==> config.mk <==
export PLATFORM = sky130hd
export DESIGN_NAME = if_synth_divider_timeout
export DESIGN_NICKNAME = d
export VERILOG_FILES = /design/src/if_synth_pkg.sv /design/src/if_synth_divider_timeout.sv /design/src/if_fast_acquire.sv
export SDC_FILE = /design/constraint.sdc
export NUM_CORES = 1
export LEC_CHECK = 0
export ABC_CLOCK_PERIOD_IN_PS = 4200
export BUFFER_PORTS_ARGS = -buffer_cell sky130_fd_sc_hd__buf_2
export CAP_MARGIN = 10
export CORE_MARGIN = 4
export CORE_UTILIZATION = 45
export CTS_CLUSTER_SIZE = 20
export DETAILED_ROUTE_END_ITERATION = 6
export HOLD_SLACK_MARGIN = 0.03
export PLACE_DENSITY = 0.67
export SETUP_SLACK_MARGIN = 0.1
export SYNTH_ARGS = -nofsm -noshare
export SYNTH_HDL_FRONTEND = slang
export SYNTH_SLANG_ARGS = --single-unit
export TNS_END_PERCENT = 30
==> constraint.sdc <==
create_clock -name clk_i -period 4.2 [get_ports clk_i]
set_input_delay 0.21 -clock clk_i [delete_from_list [all_inputs] [get_ports clk_i]]
set_output_delay 0.21 -clock clk_i [all_outputs]
set_load 0.03 [all_outputs]
==> src/if_synth_pkg.sv <==
// Constants for the IF synthesizer divider and timeout control block.
// Assumes 24-bit configuration words arrive already assembled and strobed.
// Contract
// - Reset bit holds swallow, binary, reference counters
// - Counters restart aligned with reference counter; code aligns the restart with prescale_edge_i
// - Swallow setting from bits 6 to 3
// - Binary setting from bits 20 to 7
// - Bit 22 selects 8/9 or 16/17 prescaler
// - Bit 23 powers IF loop down
// - Powerdown with high-z bit picks sync/async
// - Timeout 0: pin high-z, gain from bit
// - Timeout 1: pin low, high gain forced
// - Timeout 2: pin low, gain from bit
// - Timeout 3: pin high, gain from bit
// - Timeout 4..4095: low, then high-z
// - Fast-acquire lasts exactly timeout phase-detector events
// - New timeout latched on next phase-detector event
// - High gain during fast-acquire, then low gain; code then takes the gain from bit 19
// - High-z bit switches pump output asynchronously; code registers pump_high_z_o on clk_i
package if_synth_pkg;
   localparam logic [2:0] ADDR_REF_CTRL = 3'h3;
   localparam logic [2:0] ADDR_DIV_CTRL = 3'h4;
   localparam logic [2:0] ADDR_TIMEOUT_CTRL = 3'h5;
   localparam int ADDR_LSB = 0;
   localparam int ADDR_MSB = 2;
   localparam int REF_RST_BIT = 21;
   localparam int REF_HIGH_Z_BIT = 20;
   localparam int REF_GAIN_BIT = 19;
   localparam int REF_DIV_LSB = 3;
   localparam int REF_DIV_MSB = 17;
   localparam int DIV_SWALLOW_LSB = 3;
   localparam int DIV_SWALLOW_MSB = 6;
   localparam int DIV_BINARY_LSB = 7;
   localparam int DIV_BINARY_MSB = 20;
   localparam int DIV_PRESCALE_BIT = 22;
   localparam int DIV_POWER_BIT = 23;
   localparam int TIMEOUT_LSB = 3;
   localparam int TIMEOUT_MSB = 14;
   localparam logic [11:0] TOC_GP_HIGH_Z = 12'h000;
   localparam logic [11:0] TOC_MANUAL = 12'h001;
   localparam logic [11:0] TOC_GP_LOW = 12'h002;
   localparam logic [11:0] TOC_GP_HIGH = 12'h003;
   localparam logic [11:0] TOC_AUTO_MIN = 12'h004;
   localparam logic [11:0] TOC_RESET = 12'h000;
   localparam logic [13:0] BINARY_RESET = 14'h0003;
   localparam logic [14:0] REF_RESET = 15'h0003;
endpackage

==> src/if_synth_divider_timeout.sv <==
// Top of IF divider, powerdown and timeout control.
// Assumes words are decoded from the serial shift register, with a
// one-cycle word_valid_i strobe on clk_i; pfd_event_i is on clk_i too.
`timescale 1ns/10ps
module if_synth_divider_timeout
   import if_synth_pkg::*;
(
   input wire logic clk_i,
   input wire logic rst_i,
   input wire logic word_valid_i,
   input wire logic [23:0] word_i,
   input wire logic pfd_event_i,
   input wire logic prescale_edge_i,
   output logic counters_reset_o,
   output logic restart_o,
   output logic [3:0] swallow_o,
   output logic [13:0] binary_o,
   output logic [14:0] reference_o,
   output logic prescale_16_o,
   output logic power_off_o,
   output logic power_off_async_o,
   output logic pump_high_z_o,
   output logic pump_gain_o,
   output logic multi_pin_o,
   output logic multi_pin_oe_o
);
   typedef struct packed {
      logic rst_bit;
      logic high_z;
      logic gain;
      logic [14:0] ref_div;
      logic [3:0] swallow;
      logic [13:0] binary;
      logic prescale;
      logic power_req;
      logic power_off;
      logic async;
      logic restart_pend;
      logic restart;
      logic hold;
      logic pump_gain;
   } top_t;
   top_t s, next_s;

   logic [2:0] addr;
   logic wr_ref;
   logic wr_div;
   logic wr_toc;
   logic fa_pin;
   logic fa_oe;
   logic fa_fast;

   // Address decode on the low three bits
   assign addr = word_i[ADDR_MSB:ADDR_LSB];
   assign wr_ref = word_valid_i && (addr == ADDR_REF_CTRL);
   assign wr_div = word_valid_i && (addr == ADDR_DIV_CTRL);
   assign wr_toc = word_valid_i && (addr == ADDR_TIMEOUT_CTRL);

   if_fast_acquire u_fa (
      .clk_i(clk_i),
      .rst_i(rst_i),
      .wr_i(wr_toc),
      .value_i(word_i[TIMEOUT_MSB:TIMEOUT_LSB]),
      .pfd_event_i(pfd_event_i),
      .pin_o(fa_pin),
      .pin_oe_o(fa_oe),
      .fast_o(fa_fast)
   );

   // Register capture and control decisions
   always_comb begin
      next_s = s;
      next_s.restart = 1'b0;
      if (wr_ref) begin
         next_s.rst_bit = word_i[REF_RST_BIT];
         next_s.high_z = word_i[REF_HIGH_Z_BIT];
         next_s.gain = word_i[REF_GAIN_BIT];
         next_s.ref_div = word_i[REF_DIV_MSB:REF_DIV_LSB];
         if (s.rst_bit && !word_i[REF_RST_BIT]) begin
            next_s.restart_pend = 1'b1;
         end
      end
      if (wr_div) begin
         next_s.swallow = word_i[DIV_SWALLOW_MSB:DIV_SWALLOW_LSB];
         next_s.binary = word_i[DIV_BINARY_MSB:DIV_BINARY_LSB];
         next_s.prescale = word_i[DIV_PRESCALE_BIT];
         next_s.power_req = word_i[DIV_POWER_BIT];
      end
      // Release counters together on a prescaler edge
      if (s.restart_pend && prescale_edge_i) begin
         next_s.restart = 1'b1;
         next_s.restart_pend = 1'b0;
      end
      // Hold flag registered so the pin comes from a flip-flop
      next_s.hold = next_s.rst_bit || next_s.restart_pend;
      // High-z bit set means immediate powerdown, else wait for event
      next_s.async = next_s.high_z;
      if (!next_s.power_req) begin
         next_s.power_off = 1'b0;
      end else if (next_s.high_z || pfd_event_i) begin
         next_s.power_off = 1'b1;
      end
      next_s.pump_gain = fa_fast ? 1'b1 : s.gain;
   end

   always_ff @(posedge clk_i) begin
      if (rst_i) begin
         s <= '0;
         s.binary <= BINARY_RESET;
         s.ref_div <= REF_RESET;
      end else begin
         s <= next_s;
      end
   end

   // Outputs from flip-flops
   assign counters_reset_o = s.hold;
   assign restart_o = s.restart;
   assign swallow_o = s.swallow;
   assign binary_o = s.binary;
   assign reference_o = s.ref_div;
   assign prescale_16_o = s.prescale;
   assign power_off_o = s.power_off;
   assign power_off_async_o = s.async;
   assign pump_high_z_o = s.high_z;
   assign pump_gain_o = s.pump_gain;
   assign multi_pin_o = fa_pin;
   assign multi_pin_oe_o = fa_oe;
endmodule

==> src/if_fast_acquire.sv <==
// Timeout counter: latches the timeout on a phase-detector event and
// drives the multi-purpose pin and fast-acquire gain request.
// Assumes pfd_event_i is a one-cycle pulse on clk_i.
`timescale 1ns/10ps
module if_fast_acquire
   import if_synth_pkg::*;
(
   input wire logic clk_i,
   input wire logic rst_i,
   input wire logic wr_i,
   input wire logic [11:0] value_i,
   input wire logic pfd_event_i,
   output logic pin_o,
   output logic pin_oe_o,
   output logic fast_o
);
   typedef struct packed {
      logic [11:0] pend;
      logic pend_vld;
      logic [11:0] toc;
      logic [11:0] cnt;
      logic run;
      logic pin;
      logic oe;
      logic fast;
   } fa_t;
   fa_t s, next_s;

   // Latch, count and decode
   always_comb begin
      next_s = s;
      if (wr_i) begin
         next_s.pend = value_i;
         next_s.pend_vld = 1'b1;
      end
      if (pfd_event_i) begin
         if (s.pend_vld && !wr_i) begin
            next_s.toc = s.pend;
            next_s.pend_vld = 1'b0;
            next_s.cnt = 12'h000;
            next_s.run = (s.pend >= TOC_AUTO_MIN);
         end else if (s.run) begin
            next_s.cnt = s.cnt + 12'h001;
            if (s.cnt + 12'h001 == s.toc) begin
               next_s.run = 1'b0;
            end
         end
      end
      case (next_s.toc)
         TOC_GP_HIGH_Z: begin
            next_s.pin = 1'b0;
            next_s.oe = 1'b0;
            next_s.fast = 1'b0;
         end
         TOC_MANUAL: begin
            next_s.pin = 1'b0;
            next_s.oe = 1'b1;
            next_s.fast = 1'b1;
         end
         TOC_GP_LOW: begin
            next_s.pin = 1'b0;
            next_s.oe = 1'b1;
            next_s.fast = 1'b0;
         end
         TOC_GP_HIGH: begin
            next_s.pin = 1'b1;
            next_s.oe = 1'b1;
            next_s.fast = 1'b0;
         end
         default: begin
            next_s.pin = 1'b0;
            next_s.oe = next_s.run;
            next_s.fast = next_s.run;
         end
      endcase
   end

   always_ff @(posedge clk_i) begin
      if (rst_i) begin
         s <= '0;
      end else begin
         s <= next_s;
      end
   end

   assign pin_o = s.pin;
   assign pin_oe_o = s.oe;
   assign fast_o = s.fast;
endmodule

==> PnR_summary.wiki, run 1 <==
{| class="wikitable"
! Metric !! Value
|-
| Maximum clock path buffer count || 2
|-
| Adder-cell share of the synthesized area || 0.006382
|-
| Psw || 0.0004003 W
|-
| Sequential group share of total power || 0.532
|-
| End of the worst register-to-register path || u_fa.s[3]$_SDFF_PP0_
|-
| Number of DRC violations after detailed-routing iteration 0 || 173
|-
| Worst-case register-to-register setup slack || 2040 ps
|-
| Hold Vio Cnt, Final || 0
|-
| Post-cts hold buffer count || 0
|-
| Post-Synthesis Cell Area || 3921 µm²
|-
| Predominant post-synthesis flop cell || sky130_fd_sc_hd__dfxtp_1
|-
| Clock skew after layout || 8.049 ps
|-
| HPWL after detailed placement || 6480 µm
|-
| Clock Sinks || 84
|-
| Layout cell share with drive strength beyond 1 || 0.1737
|-
| Commonest non-fill, non-tap cell in the layout || sky130_fd_sc_hd__nand2_1
|-
| Most frequent cells in the layout || 128 x sky130_fd_sc_hd__nand2_1, 84 x sky130_fd_sc_hd__dfxtp_1, 78 x sky130_fd_sc_hd__a21oi_1
|-
| Post-DR wirelength/cell || 14.43 µm
|-
| Nature of the critical path startpoint || register
|-
| Std cell rows || 33
|-
| Path category of the worst min-delay check || primary input to register
|-
| Worst Path Arrival || 2360 ps
|-
| Clock root buffer || sky130_fd_sc_hd__clkbuf_8
|-
| Final setup violation count || 0
|-
| Die outline height || 101.4 µm
|-
| Number of port buffers || 70
|-
| Net switching fraction of the power || 0.2616
|-
| GRT Util Overall || 0.1853
|-
| Worst slew slack as a fraction of its limit || 0.2620
|-
| Net Count, Synth || 531
|-
| H-tree levels || 3
|-
| Largest fanout on the critical path || 9
|-
| Placed Instance Area || 4039 µm²
|-
| Internal power || 0.001130 W
|-
| Source of the critical timing path || u_fa.s[4]$_SDFFE_PP0P_
|-
| Part of the power in the clock network || 0.405
|-
| CP Capture Point || u_fa.s[3]$_SDFF_PP0_
|-
| Number of max-cap violations || 0
|-
| Maximum number of pins on one net before global-route repair || 83
|-
| Portion of synthesized cell area occupied by the leading cell type || 0.4288
|-
| Post-synthesis instance total || 500
|-
| Sum of negative setup slack || 0 ps
|-
| Number of flops mapped to enable cells by yosys || 0
|-
| Core region area || 8341 µm²
|-
| Area of the die || 10270 µm²
|-
| Cell area after layout || 4257 µm²
|-
| Number of diodes || 0
|-
| Clock tree from TritonCTS || done
|-
| Run status || completed
|-
| Required time of the critical path || 4400 ps
|-
| Slew of the pin with the lowest slew margin || 1105 ps
|-
| Cell area power density || 359.5 nW/µm²
|-
| FF-to-FF path depth || 6
|-
| Library cell with the largest summed area after synthesis || sky130_fd_sc_hd__dfxtp_1
|-
| Leakage component of the power || 1.619 nW
|-
| Post-cts gate resize count || 0
|-
| First-pass iteration count of the detailed router || 5
|-
| Number of antenna violations at the first check in global routing || 0
|-
| Capturing element type of the critical path || register
|-
| Total count of max-transition violations in the final report || 0
|-
| Number of top-level pins || 71
|-
| Proportion of power drawn by combinational gates || 0.063
|-
| Clock slew at the register clock pins of the worst setup and hold paths || 90 ps
|-
| Flop and latch count out of synthesis || 84
|-
| Final #Nets || 550
|-
| Top cells by area, synth || sky130_fd_sc_hd__dfxtp_1 43%, sky130_fd_sc_hd__nand2_1 12%, sky130_fd_sc_hd__a21oi_1 10%
|-
| Post CTS Setup Buffer Count || 0
|-
| Wire length of the first global-routing pass || 15460 µm
|-
| Overflow left after global routing || 0
|-
| Final Cycle Share || 0.5137
|-
| Simple-gate portion of the synthesized area || 0.2514
|-
| Final worst-path setup slack || 2043 ps
|-
| Tightest hold margin || 77.95 ps
|-
| Post-synthesis to final-layout area growth || 8.551%
|-
| Gpl congestion || 0.8174
|-
| Post-synth ARST share || 0
|-
| Vias in the first global route || 3226
|-
| Vias per cell || 5.456
|-
| Max IR drop VDD || 0.2386 mV
|-
| Synthesized-area fraction occupied by ao, oa, aoi and oai cells || 0.1777
|-
| Clock latency on the worst-skew pair || 350 ps
|-
| Die span in x || 101.4 µm
|-
| DP Worst Slack || 1929 ps
|-
| RSZ-0062 raised after global routing || no
|-
| Highest achievable clock rate || 463.5 MHz
|-
| Total of fill cells in the finished design || 820
|-
| Area share of xor/xnor cells in the synthesized design || 0.02234
|-
| Number of buffers inserted during clock tree synthesis || 9
|-
| Period minus WS final || 2157 ps
|-
| DR vias || 3432
|-
| Effective utilization at floorplan || 0.4701
|-
| Yosys warnings || 0
|-
| Routed WL || 9079 µm
|-
| Remaining design rule violation count || 0
|-
| Launching point of the worst reg2reg path || u_fa.s[4]$_SDFFE_PP0P_
|-
| Critical Setup Path Class || register to register
|-
| Post-synthesis area per instance || 7.843 µm²
|-
| Library cells used by synthesis || 53
|-
| Mux share of post-synthesis cell area || 0.007977
|-
| Share of the yosys chip area belonging to registers || 0.4288
|-
| Detail Route Antenna Nets || 0
|-
| Combinational family with the most area after synthesis || simple AND/OR/NAND/NOR gates
|}
[routing by layer]
metal  share of wire  wire length, µm  global-route usage  vias up
li1                -                -                   -     1730
met1            0.46             4138              0.2445     1578
met2            0.46             4217              0.2988      116
met3           0.067              605             0.04545        8
met4           0.013              118             0.05828        0
met5               0                0                   0        -
[power by group through the flow]
stage	Sequential (W)	Clock, W	Combinational (W)
global route	0.000816	0.000667	0.000105
finish	0.000814	0.000620	0.0000960
detailed placement	0.000833	0	0.0000963
CTS	0.000814	0.000633	0.0000965
floorplan	0.000833	0	0.0000665
global placement	0.000832	0	0.0000948
[cells by family (layout without fill, tap and decap cells)]
family | after synthesis | after routing
compound gates | 120 | 120
xor+xnor | 10 | 10
fa+ha+maj | 2 | 2
buf+inv | 70 | 94
flops | 84 | 84
mux | 3 | 3
simple gates | 211 | 211
[worst min path at each step]
stage | startpoint | to | slack [ps] | cells after the start
after detailed placement | reference_o[11]$_SDFFE_PP0P_ | reference_o[11]$_SDFFE_PP0P_ | 440 | 2
after floorplan | prescale_edge_i | restart_o$_SDFF_PP0_ | 320 | 2
final | prescale_edge_i | restart_o$_SDFF_PP0_ | 80 | 3
after CTS | prescale_edge_i | restart_o$_SDFF_PP0_ | 60 | 3
after global placement | binary_o[4]$_SDFFE_PP0P_ | binary_o[4]$_SDFFE_PP0P_ | 440 | 2
after global routing | word_i[18] | binary_o[11]$_SDFFE_PP0P_ | 80 | 3
[registers in the layout (all words and copies together), names as in the netlist]
register	cells
power_off_o	1
binary_o	14
s	4
counters_reset_o	1
u_fa.pin_o	1
prescale_16_o	1
reference_o	15
u_fa.fast_o	1
swallow_o	4
power_off_async_o	1
restart_o	1
u_fa.s	38
u_fa.pin_oe_o	1
pump_gain_o	1
[synth_stat cells, drive strengths merged, types with 3 or more instances]
| master | n |
|---|---|
| nand2 | 128 |
| dfxtp | 84 |
| a21oi | 78 |
| buf | 42 |
| nor2 | 26 |
| clkbuf | 21 |
| o21ai | 12 |
| inv | 7 |
| nand4 | 7 |
| xnor2 | 7 |
| nand3 | 6 |
| nand3b | 6 |
| a31oi | 5 |
| nand4b | 5 |
| nor3 | 5 |
| nor4 | 5 |
| and3 | 4 |
| a2111oi | 3 |
| nand2b | 3 |
| o211ai | 3 |
| or3 | 3 |
| xor2 | 3 |
[area by class of cell]
class	count	area, µm²	share of cell area
flip-flops and latches	84	1682	0.3951
multi-input cells	346	1842	0.4327
inverters	7	26.28	0.006173
clock inverters	7	93.84	0.02205
clock buffers	9	123.9	0.02910
well taps	105	131.4	0.03086
repair buffers	71	357.8	0.08407
[critical path, cell delays in order (launching register included)]
cell,delay [ps]
sky130_fd_sc_hd__dfxtp_1,530
sky130_fd_sc_hd__ha_1,290
sky130_fd_sc_hd__nand3_1,190
sky130_fd_sc_hd__nor3_1,240
sky130_fd_sc_hd__o22ai_1,110
sky130_fd_sc_hd__a2111oi_2,490
sky130_fd_sc_hd__a211oi_1,150
[stage by stage]
stage	power [W]	instances	util
detailed placement	0.0009289	613	0.4842
CTS	0.001543	629	0.5104
global placement	0.0009272	613	0.4842
finish	0.001530	629	0.5104
floorplan	0.0008995	500	-
global route	0.001589	629	0.5104
Note: power is estimated with default switching activity, not from simulation.
==> inputs of run 2 (changes only) <==
--- a/config.mk
+++ b/config.mk
@@ -5,7 +5,7 @@
 export SDC_FILE = /design/constraint.sdc
 export NUM_CORES = 1
 export LEC_CHECK = 0
-export ABC_CLOCK_PERIOD_IN_PS = 4200
+export ABC_CLOCK_PERIOD_IN_PS = 2000
 export BUFFER_PORTS_ARGS = -buffer_cell sky130_fd_sc_hd__buf_2
 export CAP_MARGIN = 10
 export CORE_MARGIN = 4
==> constraint.sdc (replaced) <==
create_clock -name clk_i -period 2 [get_ports clk_i]
set_input_delay 0.1 -clock clk_i [delete_from_list [all_inputs] [get_ports clk_i]]
set_output_delay 0.1 -clock clk_i [all_outputs]
set_load 0.03 [all_outputs]
==> PnR_summary.wiki, run 2 (same netlist as run 1, synthesis figures left out) <==
{| class="wikitable"
! Metric !! Value
|-
| Run status || completed
|-
| Final #Nets || 599
|-
| Number of max-cap violations || 0
|-
| Number of port buffers || 70
|-
| Total count of max-transition violations in the final report || 0
|-
| Worst slew slack as a fraction of its limit || 0.5322
|-
| Nature of the critical path startpoint || register
|-
| Post-DR wirelength/cell || 14.66 µm
|-
| Leakage component of the power || 1.835 nW
|-
| Overflow left after global routing || 0
|-
| Worst Path Arrival || 2100 ps
|-
| Gpl congestion || 0.9013
|-
| Largest fanout on the critical path || 4
|-
| Clock slew at the register clock pins of the worst setup and hold paths || 90 ps
|-
| Clock latency on the worst-skew pair || 360 ps
|-
| Layout cell share with drive strength beyond 1 || 0.2182
|-
| Hold Path Stages || 3
|-
| Clock tree from TritonCTS || done
|-
| Final setup violation count || 0
|-
| Post-synthesis to final-layout area growth || 19.69%
|-
| Commonest non-fill, non-tap cell in the layout || sky130_fd_sc_hd__nand2_1
|-
| Critical Setup Path Class || register to register
|-
| Hold Vio Cnt, Final || 0
|-
| Final worst-path setup slack || 176.8 ps
|-
| Highest achievable clock rate || 548.5 MHz
|-
| Global-route met3 utilization || 0.04614
|-
| Core region area || 8341 µm²
|-
| HPWL after detailed placement || 6767 µm
|-
| Clock Sinks || 84
|-
| Flip-flop count of the largest register after layout || 38
|-
| Area of the die || 10270 µm²
|-
| Most frequent cells in the layout || 128 x sky130_fd_sc_hd__nand2_1, 81 x sky130_fd_sc_hd__dfxtp_1, 78 x sky130_fd_sc_hd__a21oi_1
|-
| Count of placed standard cells including taps || 639
|-
| Maximum clock path buffer count || 2
|-
| Worst-case register-to-register setup slack || 180 ps
|-
| Max IR drop VDD || 0.6009 mV
|-
| Number of DRC violations after detailed-routing iteration 0 || 164
|-
| GR peak layer || met2
|-
| Slew of the pin with the lowest slew margin || 701.7 ps
|-
| Routed WL || 9942 µm
|-
| Die span in x || 101.4 µm
|-
| Maximum number of pins on one net before global-route repair || 35
|-
| Number of cells in the finished layout apart from fillers || 678
|-
| Remaining design rule violation count || 0
|-
| Fraction of met2 tracks used by global routing || 0.3446
|-
| DR vias || 3628
|-
| Sum of negative setup slack || 0 ps
|-
| GRT Util Overall || 0.2001
|-
| DP Worst Slack || 4.307 ps
|-
| Die outline height || 101.4 µm
|-
| Number of buffers inserted during clock tree synthesis || 9
|-
| Path category of the worst min-delay check || primary input to register
|-
| Cell area power density || 654.9 nW/µm²
|-
| Clock skew after layout || 11.95 ps
|-
| Vias in the first global route || 3564
|-
| H-tree levels || 3
|-
| Required time of the critical path || 2280 ps
|-
| Clock root buffer || sky130_fd_sc_hd__clkbuf_8
|-
| Fraction of met1 tracks used by global routing || 0.2571
|-
| Number of diodes || 0
|-
| RSZ-0062 raised after global routing || yes
|-
| Period minus WS final || 1823 ps
|-
| Capturing element type of the critical path || register
|-
| First-pass iteration count of the detailed router || 5
|-
| Final Cycle Share || 0.9116
|-
| Number of top-level pins || 71
|-
| Vias per cell || 5.351
|-
| Effective utilization at floorplan || 0.4701
|-
| Wire length of the first global-routing pass || 16800 µm
|-
| Std cell rows || 33
|-
| Biggest register || u_fa.s
|-
| Final Core Density || 0.5627
|-
| Number of antenna violations at the first check in global routing || 0
|-
| Detail Route Antenna Nets || 0
|-
| FF-to-FF path depth || 5
|}
[run 2: metal layers]
layer | vias to the layer above | share of wire
li1 | 1818 | -
met5 | - | 0
met4 | 0 | 0.0053
met2 | 78 | 0.49
met3 | 4 | 0.046
met1 | 1728 | 0.46
[run 2: metrics by stage]
step                      cell area (µm²)  hold slack, ps  power, W
after CTS                            4653           109.6  0.003110
after detailed placement             4247           335.7  0.001966
final                                4693           118.4  0.003074
after global routing                 4693           140.7  0.003200
after floorplan                      3921           213.8  0.001889
after global placement               4247           329.1  0.001963
[run 2: worst paths after layout]
path	to	start
min reg2reg	reference_o[9]$_SDFFE_PP0P_	reference_o[9]$_SDFFE_PP0P_
max reg2reg	u_fa.fast_o$_SDFF_PP0_	u_fa.s[18]$_SDFF_PP0_
max	u_fa.fast_o$_SDFF_PP0_	u_fa.s[18]$_SDFF_PP0_
min	power_off_o$_SDFFE_PP0P_	pfd_event_i
[run 2: power by group]
part / internal [W] / switching (W)
logic: 0.000103 / 0.000150
clock network: 0.000467 / 0.000645
registers: 0.00169 / 0.0000145
total: 0.00226 / 0.000810
[run 2: layout make-up]
cell class	instances	area [µm²]
repair buffers	120	793.3
inverters	7	26.28
fillers	798	3647
flip-flops and latches	84	1688
well taps	105	131.4
clock inverters	6	47.55
clock buffers	10	127.6
multi-input cells	346	1879
[run 2: worst max-delay path, cell delays in order (launching register included)]
cell and delay (ps):
sky130_fd_sc_hd__dfxtp_1 360, sky130_fd_sc_hd__nor4_1 460, sky130_fd_sc_hd__nand4_1 190, sky130_fd_sc_hd__or3_1 360, sky130_fd_sc_hd__o311a_1 140, sky130_fd_sc_hd__a311oi_2 240
[run 2: what timing repair did]
| item | 4_1_cts | 5_1_grt |
|---|---|---|
| hold buffers | 22 | 0 |
| hold endpoints to repair | 51 | 0 |
| resized for setup | 5 | 6 |
| pin swaps | 0 | 1 |
| setup buffers | 0 | 1 |
| endpoints found under the setup margin | 3 | 3 |
